<file path="src/ust_pkg.sv">
package ust_pkg;
  // ****************************************************
  // Register map: printed offsets are word indices
  // ****************************************************
  localparam logic [11:0] IDX_MODE = 12'h220;
  localparam logic [11:0] IDX_STA  = 12'h222;
  localparam logic [11:0] IDX_TXD  = 12'h224;
  localparam logic [11:0] IDX_RXD  = 12'h226;
  localparam logic [11:0] IDX_BRG  = 12'h228;
  localparam logic [15:0] MODE_RST = 16'h0000;
  localparam logic [15:0] STA_RST  = 16'h0110;
  localparam logic [15:0] BRG_RST  = 16'h0000;
  // ****************************************************
  // Field positions
  // ****************************************************
  localparam int MODE_IR    = 12;
  localparam int MODE_FMT   = 1;
  localparam int MODE_STOP  = 0;
  localparam int STA_TXI_HI = 15;
  localparam int STA_TXPOL  = 14;
  localparam int STA_TXI_LO = 13;
  localparam int STA_BRK    = 11;
  localparam int STA_TXEN   = 10;
  localparam int STA_TXBF   = 9;
  localparam int STA_TX_SHIFTER_EMPTY   = 8;
  localparam int STA_RXI    = 6;
  localparam int STA_ADDRESS_DETECT_ENABLE  = 5;
  localparam int STA_RECEIVER_IDLE  = 4;
  localparam int STA_PARITY_ERROR_FLAG   = 3;
  localparam int STA_FRAMING_ERROR_FLAG   = 2;
  localparam int STA_OVERRUN_FLAG   = 1;
  localparam int STA_RXDA   = 0;
  // ****************************************************
  // Modes and timing counts
  // ****************************************************
  typedef enum logic [1:0] {
    FMT_8N = 2'b00, FMT_8E = 2'b01, FMT_8O = 2'b10, FMT_9N = 2'b11
  } ust_fmt_type;
  localparam logic [1:0] TXI_LOAD  = 2'b00;
  localparam logic [1:0] TXI_DONE  = 2'b01;
  localparam logic [1:0] TXI_EMPTY = 2'b10;
  localparam logic [3:0] TICK_LAST = 4'hf;  // 16 ticks per bit
  localparam logic [3:0] MID_TICK  = 4'h7;
  localparam logic [3:0] IR_PULSE  = 4'h3;  // 3/16 bit pulse
  localparam logic [3:0] BRK_LEN   = 4'he;  // start, 12 zeros, stop

  // Frame bits, least significant sent first; 1s pad the tail
  function automatic logic [13:0] ust_frame(logic [1:0] fmt,
                                            logic [8:0] d);
    logic [13:0] f;
    f = 14'h3fff;
    f[0] = 1'b0;
    f[8:1] = d[7:0];
    case (fmt)
      FMT_9N:  f[9] = d[8];
      FMT_8E:  f[9] = ^d[7:0];
      FMT_8O:  f[9] = ~^d[7:0];
      default: f[9] = 1'b1;
    endcase
    return f;
  endfunction

  // Total bits per frame including start and stops
  function automatic logic [3:0] ust_len(logic [1:0] fmt, logic two);
    return 4'ha + {3'h0, fmt != FMT_8N} + {3'h0, two};
  endfunction
endpackage

</file>
<file path="src/ust_link_if.sv">
`timescale 1ns/1ps
interface ust_link_if;
  logic dev_tx;
  logic dev_tx_oe;
  logic host_tx;
  logic dev_line;
  // Undriven device pin rests high through the pad pull-up
  assign dev_line = dev_tx_oe ? dev_tx : 1'b1;
  modport dev (output dev_tx, output dev_tx_oe, input host_tx);
  modport host (input dev_line, output host_tx);
endinterface

</file>
<file path="src/ust_dev.sv">
`timescale 1ns/1ps
// Behaviour
// - Format field picks data and parity
// - Stop select gives one or two stops
// - Tx mode 00: event per shifter load
// - Tx mode 01: event when all sent
// - Tx mode 10: event when load empties buffer
// - Software never writes tx mode 11
// - Infrared idle level follows polarity bit
// - Break: start, twelve zeros, stop; self-clears
// - Disable aborts, flushes, releases tx pin
// - Buffer full flag when no slot free
// - Shifter empty when shifter, buffer empty
// - Rx mode 11: event at four characters
// - Rx mode 10: event at three characters
// - Rx mode 0x: event per character
// - Address detect only in 9-bit format
// - Receiver idle flag while not receiving
// - Parity error of head character
// - Framing error of head character
// - Overrun set; clearing flushes receiver
// - Data available when buffer non-empty
// - Reading data advances head and flags
// - Break dummy, then 55h sent after
module ust_dev #(
  parameter int DEPTH = 4
) (
  // Clock and reset
  input  wire logic        clk,
  input  wire logic        rstn,
  // APB slave
  input  wire logic        psel,
  input  wire logic        penable,
  input  wire logic        pwrite,
  input  wire logic [15:0] paddr,
  input  wire logic [31:0] pwdata,
  output      logic [31:0] prdata,
  output      logic        pready,
  output      logic        pslverr,
  // Events to the interrupt controller
  output      logic        tx_irq,
  output      logic        rx_irq,
  // Serial link
  ust_link_if.dev          link
);
  import ust_pkg::*;
  typedef enum logic [1:0] {
    RX_IDLE = 2'b00, RX_START = 2'b01, RX_DATA = 2'b10, RX_WAIT = 2'b11
  } ust_rx_type;

  // ****************************************************
  // Register bus
  // ****************************************************
  logic [15:0] mode, sta_ctl, brg;
  logic        overrun;
  wire  setup    = psel & ~penable;
  wire  access   = psel & penable & pready;
  wire  word_ok  = paddr[15:14] == 2'b00 && paddr[1:0] == 2'b00;
  wire  hit_mode = word_ok && paddr[13:2] == IDX_MODE;
  wire  hit_sta  = word_ok && paddr[13:2] == IDX_STA;
  wire  hit_txd  = word_ok && paddr[13:2] == IDX_TXD;
  wire  hit_rxd  = word_ok && paddr[13:2] == IDX_RXD;
  wire  hit_brg  = word_ok && paddr[13:2] == IDX_BRG;
  wire  mapped   = hit_mode | hit_sta | hit_txd | hit_rxd | hit_brg;
  wire  wr       = access & pwrite & mapped;
  wire  wr_sta   = wr & hit_sta;
  wire  rd_rxd   = access & ~pwrite & hit_rxd;
  wire [1:0] fmt = mode[MODE_FMT+:2];
  wire  two_stop = mode[MODE_STOP];
  wire  ir_en    = mode[MODE_IR];
  wire  tx_en    = sta_ctl[STA_TXEN];
  wire  brk_req  = sta_ctl[STA_BRK];
  wire [1:0] txi = {sta_ctl[STA_TXI_HI], sta_ctl[STA_TXI_LO]};
  wire [1:0] rxi = sta_ctl[STA_RXI+:2];

  // ****************************************************
  // Buffers
  // ****************************************************
  localparam int PW = $clog2(DEPTH);
  logic [8:0]  txq [DEPTH];
  logic [10:0] rxq [DEPTH];  // {framing, parity, data}
  logic [PW-1:0] tx_wp, tx_rp, rx_wp, rx_rp;
  logic [PW:0]   tx_cnt, rx_cnt;
  logic tx_pop, rx_push, rx_flush, tx_was_en;
  logic [10:0] rx_word;
  wire  tx_full  = tx_cnt == (PW+1)'(DEPTH);
  wire  tx_empty = tx_cnt == '0;
  wire  rx_full  = rx_cnt == (PW+1)'(DEPTH);
  wire  rx_avail = rx_cnt != '0;
  wire  tx_push  = wr & hit_txd & ~tx_full;
  wire  tx_flush = tx_was_en & ~tx_en;
  wire  rx_pop   = rd_rxd & rx_avail;
  wire  ovf      = rx_push & rx_full & ~rx_pop;
  wire  rx_store = rx_push & ~ovf;
  wire  overrun_flag_clr = wr_sta & overrun & ~pwdata[STA_OVERRUN_FLAG];
  // Storage has no reset, so an empty buffer must read as zero
  wire [10:0] rx_head = rx_avail ? rxq[rx_rp] : 11'h0;

  // Transmit queue; a disable throws away what is queued
  always_ff @(posedge clk or negedge rstn) begin
    if (!rstn) begin
      tx_wp <= '0;
      tx_rp <= '0;
      tx_cnt <= '0;
      tx_was_en <= 1'b0;
    end else begin
      tx_was_en <= tx_en;
      if (tx_flush) begin
        tx_wp <= '0;
        tx_rp <= '0;
        tx_cnt <= '0;
      end else begin
        if (tx_push) tx_wp <= tx_wp + 1'b1;
        if (tx_pop) tx_rp <= tx_rp + 1'b1;
        tx_cnt <= tx_cnt + (PW+1)'(tx_push) - (PW+1)'(tx_pop);
      end
    end
  end

  // Receive queue; a clear of overrun empties it
  always_ff @(posedge clk or negedge rstn) begin
    if (!rstn) begin
      rx_wp <= '0;
      rx_rp <= '0;
      rx_cnt <= '0;
    end else if (rx_flush) begin
      rx_wp <= '0;
      rx_rp <= '0;
      rx_cnt <= '0;
    end else begin
      if (rx_store) rx_wp <= rx_wp + 1'b1;
      if (rx_pop) rx_rp <= rx_rp + 1'b1;
      rx_cnt <= rx_cnt + (PW+1)'(rx_store) - (PW+1)'(rx_pop);
    end
  end

  // Storage needs no reset; pointers qualify every read
  always_ff @(posedge clk) begin
    if (tx_push) txq[tx_wp] <= pwdata[8:0];
    if (rx_store) rxq[rx_wp] <= rx_word;
  end

  // ****************************************************
  // Bit rate ticks, 16 per bit
  // ****************************************************
  logic [15:0] bcnt;
  logic        tick;
  always_ff @(posedge clk or negedge rstn) begin
    if (!rstn) begin
      bcnt <= '0;
      tick <= 1'b0;
    end else begin
      // Restart on divisor write so a new rate takes at once
      tick <= ~(wr & hit_brg) & (bcnt == brg);
      bcnt <= (wr & hit_brg) || bcnt == brg ? 16'h0 : bcnt + 16'h1;
    end
  end

  // ****************************************************
  // Transmitter
  // ****************************************************
  typedef enum logic {TX_IDLE = 1'b0, TX_SHIFT = 1'b1} ust_tx_type;
  ust_tx_type tx_st;
  logic [13:0] tx_sh;
  logic [3:0]  tx_left, tx_sub;
  logic        tx_brk, brk_done, tx_done, tx_pin;
  // Wait one cycle after a break so the cleared bit is seen
  wire  tx_load  = tx_st == TX_IDLE && tx_en && !tx_empty && !tx_flush
                   && !brk_done;
  wire  bit_end  = tick && tx_sub == TICK_LAST;
  wire  last_bit = bit_end && tx_left == 4'h1;
  assign tx_pop  = tx_load;
  always_ff @(posedge clk or negedge rstn) begin
    if (!rstn) begin
      tx_st <= TX_IDLE;
      tx_sh <= '1;
      tx_left <= '0;
      tx_sub <= '0;
      tx_brk <= 1'b0;
      brk_done <= 1'b0;
      tx_done <= 1'b0;
    end else begin
      brk_done <= 1'b0;
      tx_done <= 1'b0;
      if (!tx_en) begin
        tx_st <= TX_IDLE;
        tx_sh <= '1;
        tx_brk <= 1'b0;
      end else if (tx_load) begin
        tx_st <= TX_SHIFT;
        tx_sub <= '0;
        tx_brk <= brk_req;
        // Break replaces the queued dummy character
        tx_sh <= brk_req ? 14'h2000 : ust_frame(fmt, txq[tx_rp]);
        tx_left <= brk_req ? BRK_LEN : ust_len(fmt, two_stop);
      end else if (tx_st == TX_SHIFT && tick) begin
        tx_sub <= tx_sub + 4'h1;
        if (bit_end) begin
          tx_sh <= {1'b1, tx_sh[13:1]};
          tx_left <= tx_left - 4'h1;
        end
        if (last_bit) begin
          tx_st <= TX_IDLE;
          brk_done <= tx_brk;
          tx_done <= 1'b1;
        end
      end
    end
  end

  // Pin drive; infrared sends short pulses for zeros only
  wire raw_bit = tx_st == TX_SHIFT ? tx_sh[0] : 1'b1;
  wire ir_bit  = ~raw_bit && tx_sub < IR_PULSE;
  wire pol     = sta_ctl[STA_TXPOL];
  always_ff @(posedge clk or negedge rstn) begin
    if (!rstn) tx_pin <= 1'b1;
    else tx_pin <= ir_en ? ir_bit ^ pol : raw_bit;
  end
  assign link.dev_tx = tx_pin;
  assign link.dev_tx_oe = tx_was_en;

  // ****************************************************
  // Receiver
  // ****************************************************
  logic [2:0] rx_sync;
  logic       rx_line;
  ust_rx_type rx_st;
  logic [3:0] rx_sub, rx_idx;
  logic [9:0] rx_sh;
  wire [3:0] rx_last = ust_len(fmt, 1'b0) - 4'h2;  // index of stop
  wire       mid     = tick && rx_sub == TICK_LAST;
  // Address detect is active only for 9-bit characters
  wire       drop    = sta_ctl[STA_ADDRESS_DETECT_ENABLE] && fmt == FMT_9N
                       && !rx_sh[8];
  wire       parity_error_flag_c  = (fmt == FMT_8E && ^rx_sh[8:0])
                       || (fmt == FMT_8O && ~^rx_sh[8:0]);
  always_ff @(posedge clk or negedge rstn) begin
    if (!rstn) begin
      rx_sync <= 3'b111;
      rx_line <= 1'b1;
    end else begin
      rx_sync <= {rx_sync[1:0], link.host_tx};
      if (rx_sync[2] == rx_sync[1]) rx_line <= rx_sync[2];
    end
  end

  always_ff @(posedge clk or negedge rstn) begin
    if (!rstn) begin
      rx_st <= RX_IDLE;
      rx_sub <= '0;
      rx_idx <= '0;
      rx_sh <= '0;
      rx_push <= 1'b0;
      rx_word <= '0;
    end else begin
      rx_push <= 1'b0;
      if (rx_flush) begin
        rx_st <= RX_WAIT;
      end else case (rx_st)
        RX_IDLE: begin
          rx_sub <= '0;
          rx_idx <= '0;
          if (!rx_line) rx_st <= RX_START;
        end
        RX_START: if (tick) begin
          rx_sub <= rx_sub + 4'h1;
          if (rx_sub == MID_TICK) begin
            rx_sub <= '0;  // Realign on the middle of start
            rx_st <= rx_line ? RX_IDLE : RX_DATA;
          end
        end
        RX_DATA: if (tick) begin
          rx_sub <= rx_sub + 4'h1;
          if (mid) begin
            rx_idx <= rx_idx + 4'h1;
            if (rx_idx != rx_last) rx_sh[rx_idx] <= rx_line;
            else begin
              rx_st <= rx_line ? RX_IDLE : RX_WAIT;
              rx_push <= ~drop;
              rx_word <= {~rx_line, parity_error_flag_c,
                          (fmt == FMT_9N) & rx_sh[8], rx_sh[7:0]};
            end
          end
        end
        RX_WAIT: if (rx_line) rx_st <= RX_IDLE;
        default: rx_st <= RX_IDLE;
      endcase
    end
  end

  // ****************************************************
  // Control, status, events and read data
  // ****************************************************
  wire [PW:0] rx_after = rx_cnt + (PW+1)'(rx_store) - (PW+1)'(rx_pop);
  wire rx_ev = rx_store && (!rxi[1]
               || (rxi == 2'b11 && rx_after == (PW+1)'(4))
               || (rxi == 2'b10 && rx_after == (PW+1)'(3)));
  wire tx_ev = (txi == TXI_LOAD && tx_load)
               || (txi == TXI_EMPTY && tx_load
                   && tx_cnt == (PW+1)'(1) && !tx_push)
               || (txi == TXI_DONE && tx_done
                   && tx_empty);
  wire tx_shifter_empty = tx_st == TX_IDLE && tx_empty;
  wire [15:0] sta_rd = {sta_ctl[15:10], tx_full, tx_shifter_empty,
                        sta_ctl[7:5], rx_st == RX_IDLE,
                        rx_head[9], rx_head[10], overrun,
                        rx_avail};
  wire [15:0] rd_val = hit_mode ? mode : hit_sta ? sta_rd :
                       hit_rxd ? {7'h0, rx_head[8:0]} :
                       hit_brg ? brg : 16'h0;
  always_ff @(posedge clk or negedge rstn) begin
    if (!rstn) begin
      mode <= MODE_RST;
      sta_ctl <= STA_RST;
      brg <= BRG_RST;
      overrun <= 1'b0;
      rx_flush <= 1'b0;
      tx_irq <= 1'b0;
      rx_irq <= 1'b0;
      pready <= 1'b0;
      pslverr <= 1'b0;
      prdata <= '0;
    end else begin
      if (wr & hit_mode) mode <= pwdata[15:0] & 16'h1007;
      if (wr & hit_brg) brg <= pwdata[15:0];
      if (wr_sta) sta_ctl <= pwdata[15:0] & 16'hece0;
      else if (brk_done) sta_ctl[STA_BRK] <= 1'b0;
      // A new overflow wins over a clear in the same cycle
      overrun <= ovf | (overrun & ~overrun_flag_clr);
      rx_flush <= overrun_flag_clr & ~ovf;
      tx_irq <= tx_ev;
      rx_irq <= rx_ev;
      pready <= setup;  // One wait-free access phase
      pslverr <= setup & ~mapped;
      prdata <= setup ? {16'h0, rd_val} : 32'h0;
    end
  end
endmodule // ust_dev

</file>
<file path="src/flat_wrapper.sv">
// flat-port wrapper written by rule: the top's interface ports become plain ports
module ust_dev_flat import ust_pkg::*;
#(
  parameter int DEPTH = 4
)
  (clk, rstn, psel, penable, pwrite, paddr, pwdata, prdata, pready, pslverr, tx_irq, rx_irq, link_dev_tx, link_dev_tx_oe, link_host_tx);
  ust_link_if link_i ();
  input  wire logic clk;
  input  wire logic rstn;
  input  wire logic psel;
  input  wire logic penable;
  input  wire logic pwrite;
  input  wire logic [15:0] paddr;
  input  wire logic [31:0] pwdata;
  output      logic [31:0] prdata;
  output      logic pready;
  output      logic pslverr;
  output      logic tx_irq;
  output      logic rx_irq;
  output wire logic [$bits(link_i.dev_tx)-1:0] link_dev_tx;
  output wire logic [$bits(link_i.dev_tx_oe)-1:0] link_dev_tx_oe;
  input wire logic [$bits(link_i.host_tx)-1:0] link_host_tx;
  assign link_dev_tx = link_i.dev_tx;
  assign link_dev_tx_oe = link_i.dev_tx_oe;
  assign link_i.host_tx = link_host_tx;
  ust_dev #(.DEPTH(DEPTH)) u_core (.clk(clk), .rstn(rstn), .psel(psel), .penable(penable), .pwrite(pwrite), .paddr(paddr), .pwdata(pwdata), .prdata(prdata), .pready(pready), .pslverr(pslverr), .tx_irq(tx_irq), .rx_irq(rx_irq), .link(link_i));
endmodule
</file>
<file path="config.mk">
export PLATFORM = sky130hd
export DESIGN_NAME = ust_dev_flat
export DESIGN_NICKNAME = d
export VERILOG_FILES = /design/src/ust_pkg.sv /design/src/ust_link_if.sv /design/src/ust_dev.sv /design/src/flat_wrapper.sv
export SDC_FILE = /design/constraint.sdc
export NUM_CORES = 1
export LEC_CHECK = 0
export ABC_AREA = 1
export BUFFER_PORTS_ARGS = -buffer_cell sky130_fd_sc_hd__buf_2
export CAP_MARGIN = 40
export CELL_PAD_IN_SITES_DETAIL_PLACEMENT = 0
export CELL_PAD_IN_SITES_GLOBAL_PLACEMENT = 1
export CORE_UTILIZATION = 48
export CTS_BUF_LIST = sky130_fd_sc_hd__clkbuf_4 sky130_fd_sc_hd__clkbuf_8
export DETAILED_ROUTE_END_ITERATION = 8
export HOLD_SLACK_MARGIN = 0.03
export PLACE_DENSITY = 0.82
export SLEW_MARGIN = 20
export SYNTH_ARGS = -nofsm -noshare
export SYNTH_HDL_FRONTEND = slang
export SYNTH_SLANG_ARGS = --single-unit
</file>
<file path="constraint.sdc">
create_clock -name clk -period 3.8 [get_ports clk]
set_clock_uncertainty 0.05 [all_clocks]
set_input_delay 0.57 -clock clk [delete_from_list [all_inputs] [get_ports clk]]
set_output_delay 0.57 -clock clk [all_outputs]
set_load 0.005 [all_outputs]
</file>
Word level (Yosys, flattened, before mapping)

Memories as Yosys holds them, arrays and structs flattened.
Index checks and enable logic that the tools add are counted.

Memory bits (writable): 80
Logic and storage cells: 292
Memories: 2
Bits in registers: 163

Memories:

| memory     | depth | bits a word | rd ports | clocked after Yosys merged registers in | wr ports | RTL line      | source |
|---|---|---|---|---|---|---|---|
| u_core.rxq | 4     | 11          | 1        | 0                                       | 1        | ust_dev.sv:81 | `logic [10:0] rxq [DEPTH];` |
| u_core.txq | 4     | 9           | 1        | 0                                       | 1        | ust_dev.sv:80 | `logic [8:0] txq [DEPTH];` |

Equality and inequality tests: 41
Reduce and logical (&&, ||, !) cells: 71
Magnitude comparators: 3
Bitwise gates (word level): 46
$add $sub $neg: 16
Multiplexer cells: 77

Operator list:

| operator                                              | count |
|---|---|
| 2-to-1 mux 16 bit                                     | 6 |
| equality test 12 x 10 -> 1 bit, second input constant | 5 |
| 2-to-1 mux 14 bit                                     | 4 |
| 2-to-1 mux 4 bit                                      | 11 |
| 2-to-1 mux 2 bit                                      | 18 |
| logical AND 1 bit                                     | 30 |
| 2-to-1 mux 1 bit                                      | 28 |
| AND 1 bit                                             | 24 |
| nonzero test 2 bit                                    | 9 |
| adder 16 x 1 -> 16 bit, second input constant         | 1 |
| equality test 16 bit                                  | 1 |
| inverter 1 bit                                        | 16 |
| inequality test 3 x 1 -> 1 bit, second input constant | 5 |
| equality test 2 bit, second input constant            | 7 |
| 2-to-1 mux 13 bit                                     | 1 |
| adder 4 x 1 -> 4 bit, second input constant           | 3 |
| case mux 4 bit (3 select lines)                       | 1 |
| 2-to-1 mux 11 bit                                     | 1 |
| bitwise mux 10 bit                                    | 1 |
| AND reduction 5 bit                                   | 2 |
| equality test 3 bit, second input constant            | 3 |
| inequality test 3 bit, second input constant          | 3 |
| XNOR reduction 9 bit                                  | 1 |
| parity 9 bit                                          | 1 |
| 39 further kinds                                      | 72 |

Depth between registers and ports, before layout

Gate-level depths: netlist of run 1.

Word-level depth: 16
Depth in mapped cells: 17
Gate-level depth less buffers: 17

Worst setup path before layout of run 1

OpenSTA, ideal clock, no wires.

Path type: input port to flip-flop
Start: in paddr[13]
End: reg u_core.rx_irq
Stages: 17
Path buffers: 0
Library setup time: 122 ps
Required time: 3,628 ps
Data arrival time: 2,939 ps
Path slack: 689 ps
Cells stage by stage: nor2_1 nand3b_1 nor2_1 nand3_1 nor3_4 inv_1 nor3_1 ha_1 inv_1 ha_1 inv_1 fa_1 xnor2_1 xor2_1 o21ai_0 a21oi_1 nor2_1

Longest elaborated chain between the ends: 15
Elaborated cells on any way between the ends: 17
Classes of those cells: add/sub (2); eq/ne (3); bitwise (6); reduce/logical (6)

RTL lines:

| item                               | RTL line           | source |
|---|---|---|
| from (decl)                        | flat_wrapper.sv:13 | `input wire logic [15:0] paddr;` |
| equality test 12 x 10 -> 1 bit (*) | ust_dev.sv:62      | `wire hit_rxd = word_ok && paddr[13:2] == IDX_RXD;` |
| logical AND 1 bit (*)              | ust_dev.sv:62      |  |
| AND 1 bit (*)                      | ust_dev.sv:67      | `wire rd_rxd = access & ~pwrite & hit_rxd;` |
| AND 1 bit (*)                      | ust_dev.sv:92      | `wire rx_pop = rd_rxd & rx_avail;` |
| inverter 1 bit                     | ust_dev.sv:93      | `wire ovf = rx_push & rx_full & ~rx_pop;` |
| AND 1 bit                          | ust_dev.sv:93      |  |
| inverter 1 bit                     | ust_dev.sv:94      | `wire rx_store = rx_push & ~ovf;` |
| AND 1 bit                          | ust_dev.sv:94      |  |
| adder 3 x 1 -> 3 bit               | ust_dev.sv:294     | `wire [PW:0] rx_after = rx_cnt + (PW+1)'(rx_store) - (PW+1)'(rx_pop);` |
| subtractor 3 x 1 -> 3 bit          | ust_dev.sv:294     |  |
| equality test 3 bit                | ust_dev.sv:296     | `\|\| (rxi == 2'b11 && rx_after == (PW+1)'(4))` |
| logical AND 1 bit                  | ust_dev.sv:296     |  |
| logical OR 1 bit                   | ust_dev.sv:296     |  |
| logical OR 1 bit                   | ust_dev.sv:297     | `\|\| (rxi == 2'b10 && rx_after == (PW+1)'(3)));` |
| logical AND 1 bit (*)              | ust_dev.sv:295     | `wire rx_ev = rx_store && (!rxi[1]` |
| named net u_core.rx_ev             | ust_dev.sv:295     |  |
| to (signal assigned)               | ust_dev.sv:332     | `rx_irq <= rx_ev;` |
| to (decl)                          | ust_dev.sv:42      | `output logic rx_irq,` |

The timed path passes the listed nets; every way through them passes the cells marked *.
A chain may end at the register's enable or synchronous reset.

Worst setup path in the final report of run 1

Same ends and word-level chain as after synthesis.

==> impl_metrics.prom, run 1 <==
# TYPE chip_impl_metric gauge
chip_impl_metric{name="std_cell_rows",unit=""} 54
chip_impl_metric{name="antenna_found_initial",unit=""} 0
chip_impl_metric{name="syn_to_final_growth",unit="%"} 12.9
chip_impl_info{name="worstSetupEndpoint",value="u_core.rx_irq$_DFF_PN0_"} 1
chip_impl_metric{name="detailedPlace.worstSlack",unit="ps"} 225
chip_impl_metric{name="final_total_pwr",unit="mW"} 5.22
chip_impl_metric{name="route.vias.total",unit=""} 7655
chip_impl_metric{name="grt_pass1_wl",unit="mm"} 38.0
chip_impl_metric{name="holdPathStages",unit=""} 1
chip_impl_metric{name="total_leakage_power",unit="nW"} 5.59
chip_impl_metric{name="ir_drop",unit="mV"} 0.251
chip_impl_info{name="hold_class",value="input port to flop"} 1
chip_impl_metric{name="final-hold-violation-count",unit=""} 0
chip_impl_metric{name="slew_headroom",unit=""} 0.536
chip_impl_metric{name="final_nets",unit=""} 1282
chip_impl_metric{name="drt-pass1-iter-count",unit=""} 5
chip_impl_metric{name="detailed_route_iter0_violations",unit=""} 425
chip_impl_metric{name="worst-path-stages",unit=""} 18
chip_impl_metric{name="post-route-util",unit=""} 0.552
chip_impl_metric{name="critical_path_arrival",unit="ps"} 3430
chip_impl_info{name="r2r-start",value="u_core.rx_cnt[1]$_DFF_PN0_"} 1
chip_impl_metric{name="ys_async_sr_fraction",unit=""} 0.641
chip_impl_metric{name="final_cell_area",unit="sq um"} 12000
chip_impl_metric{name="worst_r2r_path_depth",unit=""} 16
chip_impl_metric{name="register_bit_total_from_synthesis",unit=""} 223
chip_impl_metric{name="period_utilisation_layout",unit=""} 0.812
chip_impl_metric{name="ctsLongestPathBuffers",unit=""} 3
chip_impl_metric{name="syn_avg_cell_area",unit="sq um"} 9.59
chip_impl_metric{name="worst_slew_pin_tran",unit="ps"} 695
chip_impl_metric{name="worst_skew_pair.late_latency",unit="ps"} 530
chip_impl_metric{name="final-max-slew-violation-count",unit=""} 0
chip_impl_metric{name="post-route-min-period",unit="ps"} 3090
chip_impl_metric{name="avgRoutedWirePerCell",unit="um"} 15.8
chip_impl_metric{name="crit_path_max_incr_delay",unit="ps"} 380
chip_impl_metric{name="final_cell_count_no_fill",unit=""} 1509
chip_impl_info{name="clock_tree.root_cell",value="clkbuf_8"} 1
chip_impl_info{name="r2r_end",value="u_core.rx_irq$_DFF_PN0_"} 1
chip_impl_metric{name="seq_area_frac_synth",unit=""} 0.565
chip_impl_info{name="path_delay_family",value="simple AND/OR/NAND/NOR gates"} 1
chip_impl_metric{name="globalRoute.totalOverflow",unit=""} 0
chip_impl_metric{name="gp_congestion",unit=""} 0.843
chip_impl_metric{name="vias_per_cell",unit=""} 5.07
chip_impl_info{name="cp-start-kind",value="input port"} 1
chip_impl_metric{name="hpwlAfterDp",unit="mm"} 16.7
chip_impl_metric{name="num_antenna_cells",unit=""} 0
chip_impl_metric{name="synth_warnings",unit=""} 0
chip_impl_info{name="timing_worst_setup_path_type",value="input port to flop"} 1
chip_impl_metric{name="initial_core_util",unit=""} 0.489
chip_impl_metric{name="detail_route.drc_violations",unit=""} 0
chip_impl_metric{name="layout_setup_ws",unit="ps"} 715
chip_impl_metric{name="fp.dieW",unit="um"} 151
chip_impl_metric{name="netlist_area",unit="sq um"} 10600
chip_impl_metric{name="holdWs",unit="ps"} 107
chip_impl_metric{name="place_area",unit="sq um"} 11200
chip_impl_metric{name="cellPowerDensity",unit="nW/um^2"} 435
chip_impl_metric{name="critPathRequiredTime",unit="ps"} 4150
chip_impl_metric{name="synth_cell_type_count",unit=""} 60
chip_impl_info{name="cts_tree",value="yes"} 1
chip_impl_metric{name="fmax",unit="MHz"} 324
chip_impl_metric{name="totalWireLength",unit="mm"} 23.9
chip_impl_info{name="critical_path.slowest_cell",value="fa_1"} 1
chip_impl_metric{name="drv.max_cap_violation_count",unit=""} 0
chip_impl_metric{name="vias_in_the_first_global_route",unit=""} 7377
chip_impl_metric{name="grt_use_total",unit=""} 0.220
chip_impl_metric{name="finalSetupTns",unit="ps"} 0
chip_impl_metric{name="setup_viol_count_final",unit=""} 0
chip_impl_metric{name="coreArea",unit="sq um"} 21800
chip_impl_metric{name="grt_max_degree",unit=""} 74
chip_impl_metric{name="chipHeight",unit="um"} 151
chip_impl_info{name="worstSetupStartpoint",value="paddr[13]"} 1
chip_impl_metric{name="worstPathMaxFanout",unit=""} 3
chip_impl_info{name="setup_repair_after_global_routing_missed_its_margin",value="no"} 1
chip_impl_metric{name="port_buffers",unit=""} 59
chip_impl_info{name="dominantRegCellSynth",value="dfrtp_1"} 1
chip_impl_metric{name="h-tree-depth",unit=""} 2
chip_impl_metric{name="post-place-cells",unit=""} 1436
chip_impl_metric{name="cts_buffers",unit=""} 39
chip_impl_metric{name="floorplan.die_area",unit="sq um"} 22700
chip_impl_metric{name="count_of_flip_flops_with_a_built_in_enable_after_synthesis",unit=""} 80
chip_impl_info{name="critical_path.cell_chain",value="buf_2, nor2_1, nand3b_1, nor2_1, nand3_1, nor3_4, inv_1, nor3_1, ha_1, inv_1, ha_1, inv_1, fa_1, xnor2_1, xor2_1, o21ai_0, a21oi_1, nor2_1"} 1
chip_impl_metric{name="design.portCount",unit=""} 92
chip_impl_metric{name="clock_sink_count",unit=""} 223
chip_impl_metric{name="clock_pin_slew_reported_for_the_worst_setup_and_hold_paths_after_clock_tree_synthesis",unit="ps"} 60
chip_impl_metric{name="final_layout_size_suffix_gt1_frac",unit=""} 0.168
chip_impl_info{name="timing.critical_path.to_type",value="flop"} 1
chip_impl_info{name="outcome",value="finished clean"} 1
chip_impl_metric{name="post-cts-setup-buffers",unit=""} 0
chip_impl_metric{name="setup.reg_to_reg.worst_slack",unit="ps"} 730
chip_impl_metric{name="critical_path_buf_inv_count",unit=""} 4
chip_impl_metric{name="synthesis.instances",unit=""} 1109
chip_impl_metric{name="drtAntennaViolNets",unit=""} 0
==> area by class of cell <==
cell class / count / area [sq um]
Clock buffer: 56 / 683
Clock inverter: 16 / 106
Fill cell: 1961 / 9760
Inverter: 128 / 480
Multi-Input combinational cell: 729 / 3920
Sequential cell: 223 / 6000
Tap cell: 280 / 350
Timing Repair Buffer: 77 / 452
==> flip-flops by register name (all words and copies together), names as in the netlist, 9 cells and up <==
signal and count:
u_core.tx_sh 13, u_core.brg 16, u_core.bcnt 16, u_core.txq 36, u_core.rxq 44, u_core.rx_sh 9
u_core.prdata 16, u_core.rx_word 11
==> kinds of logic after synthesis <==
logic type | after synthesis | synth area share
other | 1 | 0.000353
xor gates and xnor gates | 34 | 0.0280
muxes | 4 | 0.00518
AOI/OAI and AO/OA | 172 | 0.0947
adders and majority gates | 31 | 0.0377
and+or+nand+nor | 472 | 0.198
buffers and inverters | 172 | 0.0716
DFF | 223 | 0.565
==> layout by cell type, fill, tap and decap left out, types with 3 or more instances in the layout <==
cell type	count
nand2_1	245
dfrtp_1	125
inv_1	119
nor2_1	108
edfxtp_1	80
o21ai_0	64
buf_2	58
nand3_1	54
clkbuf_8	42
a21oi_1	41
ha_1	28
xnor2_1	21
dfstp_2	18
conb_1	16
buf_4	16
nor3_1	15
clkbuf_4	14
xor2_1	13
a31oi_1	12
o21ai_1	12
nor2_2	11
o22ai_1	11
nand4_1	9
inv_2	9
clkinv_2	9
a221oi_1	8
a22oi_1	6
nor3b_1	5
nand2_2	4
clkinv_1	4
nor3_2	3
nor4_1	3
o211ai_1	3
mux2_4	3
==> how the worst min path moves through the flow <==
stage	startpoint	end	slack [ps]
detailed placement	u_core.rx_sync[0]$_DFF_PN1_	u_core.rx_sync[1]$_DFF_PN1_	300
floorplan	rstn	u_core.bcnt[0]$_DFF_PN0_	220
CTS	link_host_tx	u_core.rx_sync[0]$_DFF_PN1_	80
finish	link_host_tx	u_core.rx_sync[0]$_DFF_PN1_	110
global placement	u_core.rx_sync[0]$_DFF_PN1_	u_core.rx_sync[1]$_DFF_PN1_	300
global route	link_host_tx	u_core.rx_sync[0]$_DFF_PN1_	80
==> synth_stat cells (15+ instances only) <==
library cell | instances | area, sq um
a21oi_1 | 41 | 205
xnor2_1 | 21 | 184
inv_1 | 119 | 447
nor3_1 | 15 | 75.1
dfrtp_1 | 125 | 3130
nand3_1 | 54 | 270
nor2_1 | 108 | 405
edfxtp_1 | 80 | 2400
dfstp_2 | 18 | 473
nand2_1 | 245 | 920
buf_4 | 20 | 150
o21ai_0 | 64 | 320
ha_1 | 28 | 350
==> report_power, final <==
group	internal [mW]	leakage, nW	switching (mW)
Combinational	0.146	2.45	0.272
Sequential	2.54	2.72	0.0616
Clock	1.23	0.427	0.963
==> routing by layer <==
layer  up-vias  GRT usage  wire length [um]
met5         -          0                 0
met4         0     0.0765               593
met3        42     0.0352              1240
met2       184      0.360             11300
met1      3596      0.296             10700
li1       3833          -                 -
==> repair_timing <==
item                                   CTS  global route
endpoints found under the hold margin    3             0
resized for setup                        0             0
hold buffers                             1             0
Note: power is estimated with default switching activity, not from simulation.
==> inputs of run 2 (changes only) <==
CORE_UTILIZATION = 44   (was 48)
PLACE_DENSITY = 0.79   (was 0.82)
clock period = 2.8 ns   (was 3.8 ns; I/O delays follow)
==> run 2 against run 1 <==
Net effect:
- utilization decreased by 2.9 points
- final cell count increased by 4.5%
- global-route usage decreased by 1.3 points
- sequential share of layout area decreased by 1.4 points
- cell area increased by 2.9%
- non-clock buffer count increased by 27
- hold slack got worse by 39 ps
- count of clock-buffer cells in the layout increased by 7
- first-iteration DRC count increased by 19%
- setup slack got worse by 580 ps
- via count increased by 2.0%
- critical path type is now flop to flop
- critical endpoint unchanged
==> impl_metrics.prom, run 2 (synthesized netlist as in run 1, its figures left out) <==
# TYPE chip_impl_metric gauge
chip_impl_metric{name="worst_r2r_path_depth",unit=""} 16
chip_impl_metric{name="grt_max_degree",unit=""} 68
chip_impl_info{name="largest-register",value="u_core.rxq"} 1
chip_impl_metric{name="design.portCount",unit=""} 92
chip_impl_info{name="reg.largest.list",value="u_core.rxq: 44 flops, u_core.txq: 36 flops"} 1
chip_impl_metric{name="drt-pass1-iter-count",unit=""} 5
chip_impl_metric{name="vias_per_cell",unit=""} 4.95
chip_impl_metric{name="layout_setup_ws",unit="ps"} 140
chip_impl_info{name="timing_worst_setup_path_type",value="flop to flop"} 1
chip_impl_info{name="worstSetupEndpoint",value="u_core.rx_irq$_DFF_PN0_"} 1
chip_impl_info{name="worstSetupStartpoint",value="u_core.rx_cnt[1]$_DFF_PN0_"} 1
chip_impl_metric{name="drtAntennaViolNets",unit=""} 0
chip_impl_metric{name="slew_headroom",unit=""} 0.523
chip_impl_metric{name="worst_skew_pair.late_latency",unit="ps"} 540
chip_impl_info{name="hold_class",value="input port to flop"} 1
chip_impl_metric{name="clock_pin_slew_reported_for_the_worst_setup_and_hold_paths_after_clock_tree_synthesis",unit="ps"} 60
chip_impl_metric{name="vias_in_the_first_global_route",unit=""} 7380
chip_impl_metric{name="totalWireLength",unit="mm"} 24.7
chip_impl_metric{name="drv.max_cap_violation_count",unit=""} 0
chip_impl_metric{name="fp.dieW",unit="um"} 157
chip_impl_metric{name="coreArea",unit="sq um"} 23600
chip_impl_metric{name="grt_use_total",unit=""} 0.206
chip_impl_metric{name="globalRoute.totalOverflow",unit=""} 0
chip_impl_metric{name="finalSetupTns",unit="ps"} 0
chip_impl_metric{name="cellPowerDensity",unit="nW/um^2"} 590
chip_impl_metric{name="final-max-slew-violation-count",unit=""} 0
chip_impl_metric{name="h-tree-depth",unit=""} 2
chip_impl_info{name="timing.critical_path.to_type",value="flop"} 1
chip_impl_metric{name="floorplan.die_area",unit="sq um"} 24800
chip_impl_metric{name="setup_viol_count_final",unit=""} 0
chip_impl_metric{name="final_nets",unit=""} 1310
chip_impl_metric{name="detailed_route_iter0_violations",unit=""} 504
chip_impl_info{name="layout_common_cells",value="nand2_1, dfrtp_1, inv_1"} 1
chip_impl_metric{name="multi_input_combinational_cell_area",unit="sq um"} 3960
chip_impl_metric{name="grt_pass1_wl",unit="mm"} 39.1
chip_impl_metric{name="initial_core_util",unit=""} 0.450
chip_impl_metric{name="worst_slew_pin_tran",unit="ps"} 714
chip_impl_metric{name="final-hold-violation-count",unit=""} 0
chip_impl_metric{name="std_cell_rows",unit=""} 56
chip_impl_metric{name="chipHeight",unit="um"} 157
chip_impl_info{name="cts_tree",value="yes"} 1
chip_impl_info{name="hold_path.startpoint",value="pwdata[9]"} 1
chip_impl_metric{name="antenna_found_initial",unit=""} 0
chip_impl_metric{name="largest_register_ffs",unit=""} 44
chip_impl_metric{name="gp_congestion",unit=""} 0.815
chip_impl_metric{name="layout.filler_cells",unit=""} 2217
chip_impl_metric{name="detail_route.drc_violations",unit=""} 0
chip_impl_info{name="r2r-start",value="u_core.rx_cnt[1]$_DFF_PN0_"} 1
chip_impl_metric{name="syn_to_final_growth",unit="%"} 16.1
chip_impl_metric{name="ctsLongestPathBuffers",unit=""} 3
chip_impl_metric{name="critical_path_arrival",unit="ps"} 3030
chip_impl_metric{name="avgRoutedWirePerCell",unit="um"} 15.7
chip_impl_metric{name="period_utilisation_layout",unit=""} 0.950
chip_impl_metric{name="clock_sink_count",unit=""} 223
chip_impl_metric{name="num_antenna_cells",unit=""} 0
chip_impl_info{name="mostFrequentLayoutCell",value="nand2_1"} 1
chip_impl_metric{name="area.sequential",unit="sq um"} 6000
chip_impl_metric{name="critPathRequiredTime",unit="ps"} 3170
chip_impl_metric{name="detailedPlace.worstSlack",unit="ps"} -383
chip_impl_metric{name="setup.reg_to_reg.worst_slack",unit="ps"} 140
chip_impl_metric{name="final_layout_size_suffix_gt1_frac",unit=""} 0.193
chip_impl_info{name="cp-start-kind",value="flop"} 1
chip_impl_metric{name="port_buffers",unit=""} 59
chip_impl_info{name="setup_repair_after_global_routing_missed_its_margin",value="yes"} 1
chip_impl_metric{name="ir_drop",unit="mV"} 0.560
chip_impl_metric{name="fmax",unit="MHz"} 376
chip_impl_metric{name="route.vias.total",unit=""} 7806
chip_impl_metric{name="holdPathStages",unit=""} 3
chip_impl_metric{name="hpwlAfterDp",unit="mm"} 17.6
chip_impl_metric{name="post-route-min-period",unit="ps"} 2660
chip_impl_info{name="outcome",value="finished clean"} 1
chip_impl_metric{name="worstPathMaxFanout",unit=""} 3
chip_impl_metric{name="cts_buffers",unit=""} 40
chip_impl_metric{name="holdWs",unit="ps"} 68.3
chip_impl_metric{name="total_leakage_power",unit="nW"} 5.75
chip_impl_info{name="clock_tree.root_cell",value="clkbuf_8"} 1
chip_impl_info{name="r2r_end",value="u_core.rx_irq$_DFF_PN0_"} 1
run 2: changes by cell type in the layout (fill, tap and decap cells not counted), sizes merged:
cell         change
clkinvlp         +1
clkbuf           +7
inv              -1
buf             +26
dlygate4sd3      +1
clkinv           -5
run 2: worst max-delay path: stages (launching register included):
cell and delay [ps]:
dfrtp_1 360, nor2_1 70, nand2_1 90, inv_2 60
nor3_4 130, inv_2 70, nor3_4 180, ha_1 240
inv_1 60, ha_1 150, inv_1 60, fa_2 350
xnor2_2 220, xor2_2 200, o21ai_1 80, a21oi_1 120
nor2_1 50
run 2: worst min path at each step:
stage | to | slack, ps
after global routing | u_core.brg[9]$_DFFE_PN0P_ | 60
final | u_core.brg[9]$_DFFE_PN0P_ | 70
after detailed placement | u_core.rx_sync[1]$_DFF_PN1_ | 300
after global placement | u_core.rx_sync[1]$_DFF_PN1_ | 300
after floorplan | u_core.bcnt[0]$_DFF_PN0_ | 70
after CTS | u_core.brg[9]$_DFFE_PN0P_ | 40
run 2: timing repair:
item | 4_1_cts | 5_1_grt
endpoints found under the setup margin | 0 | 2
setup buffers | 0 | 1
resized for setup | 0 | 10
hold endpoints to repair | 61 | 0
hold buffers | 2 | 0
run 2: area by class of cell:
type,instances,area share
Clock inverter,11,0.00659
Sequential cell,223,0.486
Clock buffer,63,0.0621
Tap cell,319,0.0323
Timing Repair Buffer,104,0.0532
Inverter,128,0.0389
Multi-Input combinational cell,729,0.321
run 2: metrics by stage:
step                 util  instances  area, sq um  total power [mW]
detailed placement  0.484       1499        11400              4.19
global route        0.523       1577        12300              7.63
CTS                 0.521       1575        12300              7.38
finish              0.523       1577        12300              7.29
floorplan               -       1124        10700              3.99
global placement    0.484       1499        11400              4.18
run 2: power by group:
group          internal [mW]  switching, mW  leakage, nW
Clock                   1.84           1.33        0.450
Combinational          0.218          0.372         2.59
Sequential              3.45         0.0875         2.72
run 2: metal layers:
metal | share of wire | up-vias | track usage
met4 | 0.026 | 0 | 0.0767
li1 | - | 3907 | -
met2 | 0.46 | 194 | 0.331
met5 | 0 | - | 0
met1 | 0.47 | 3658 | 0.282
met3 | 0.048 | 47 | 0.0336
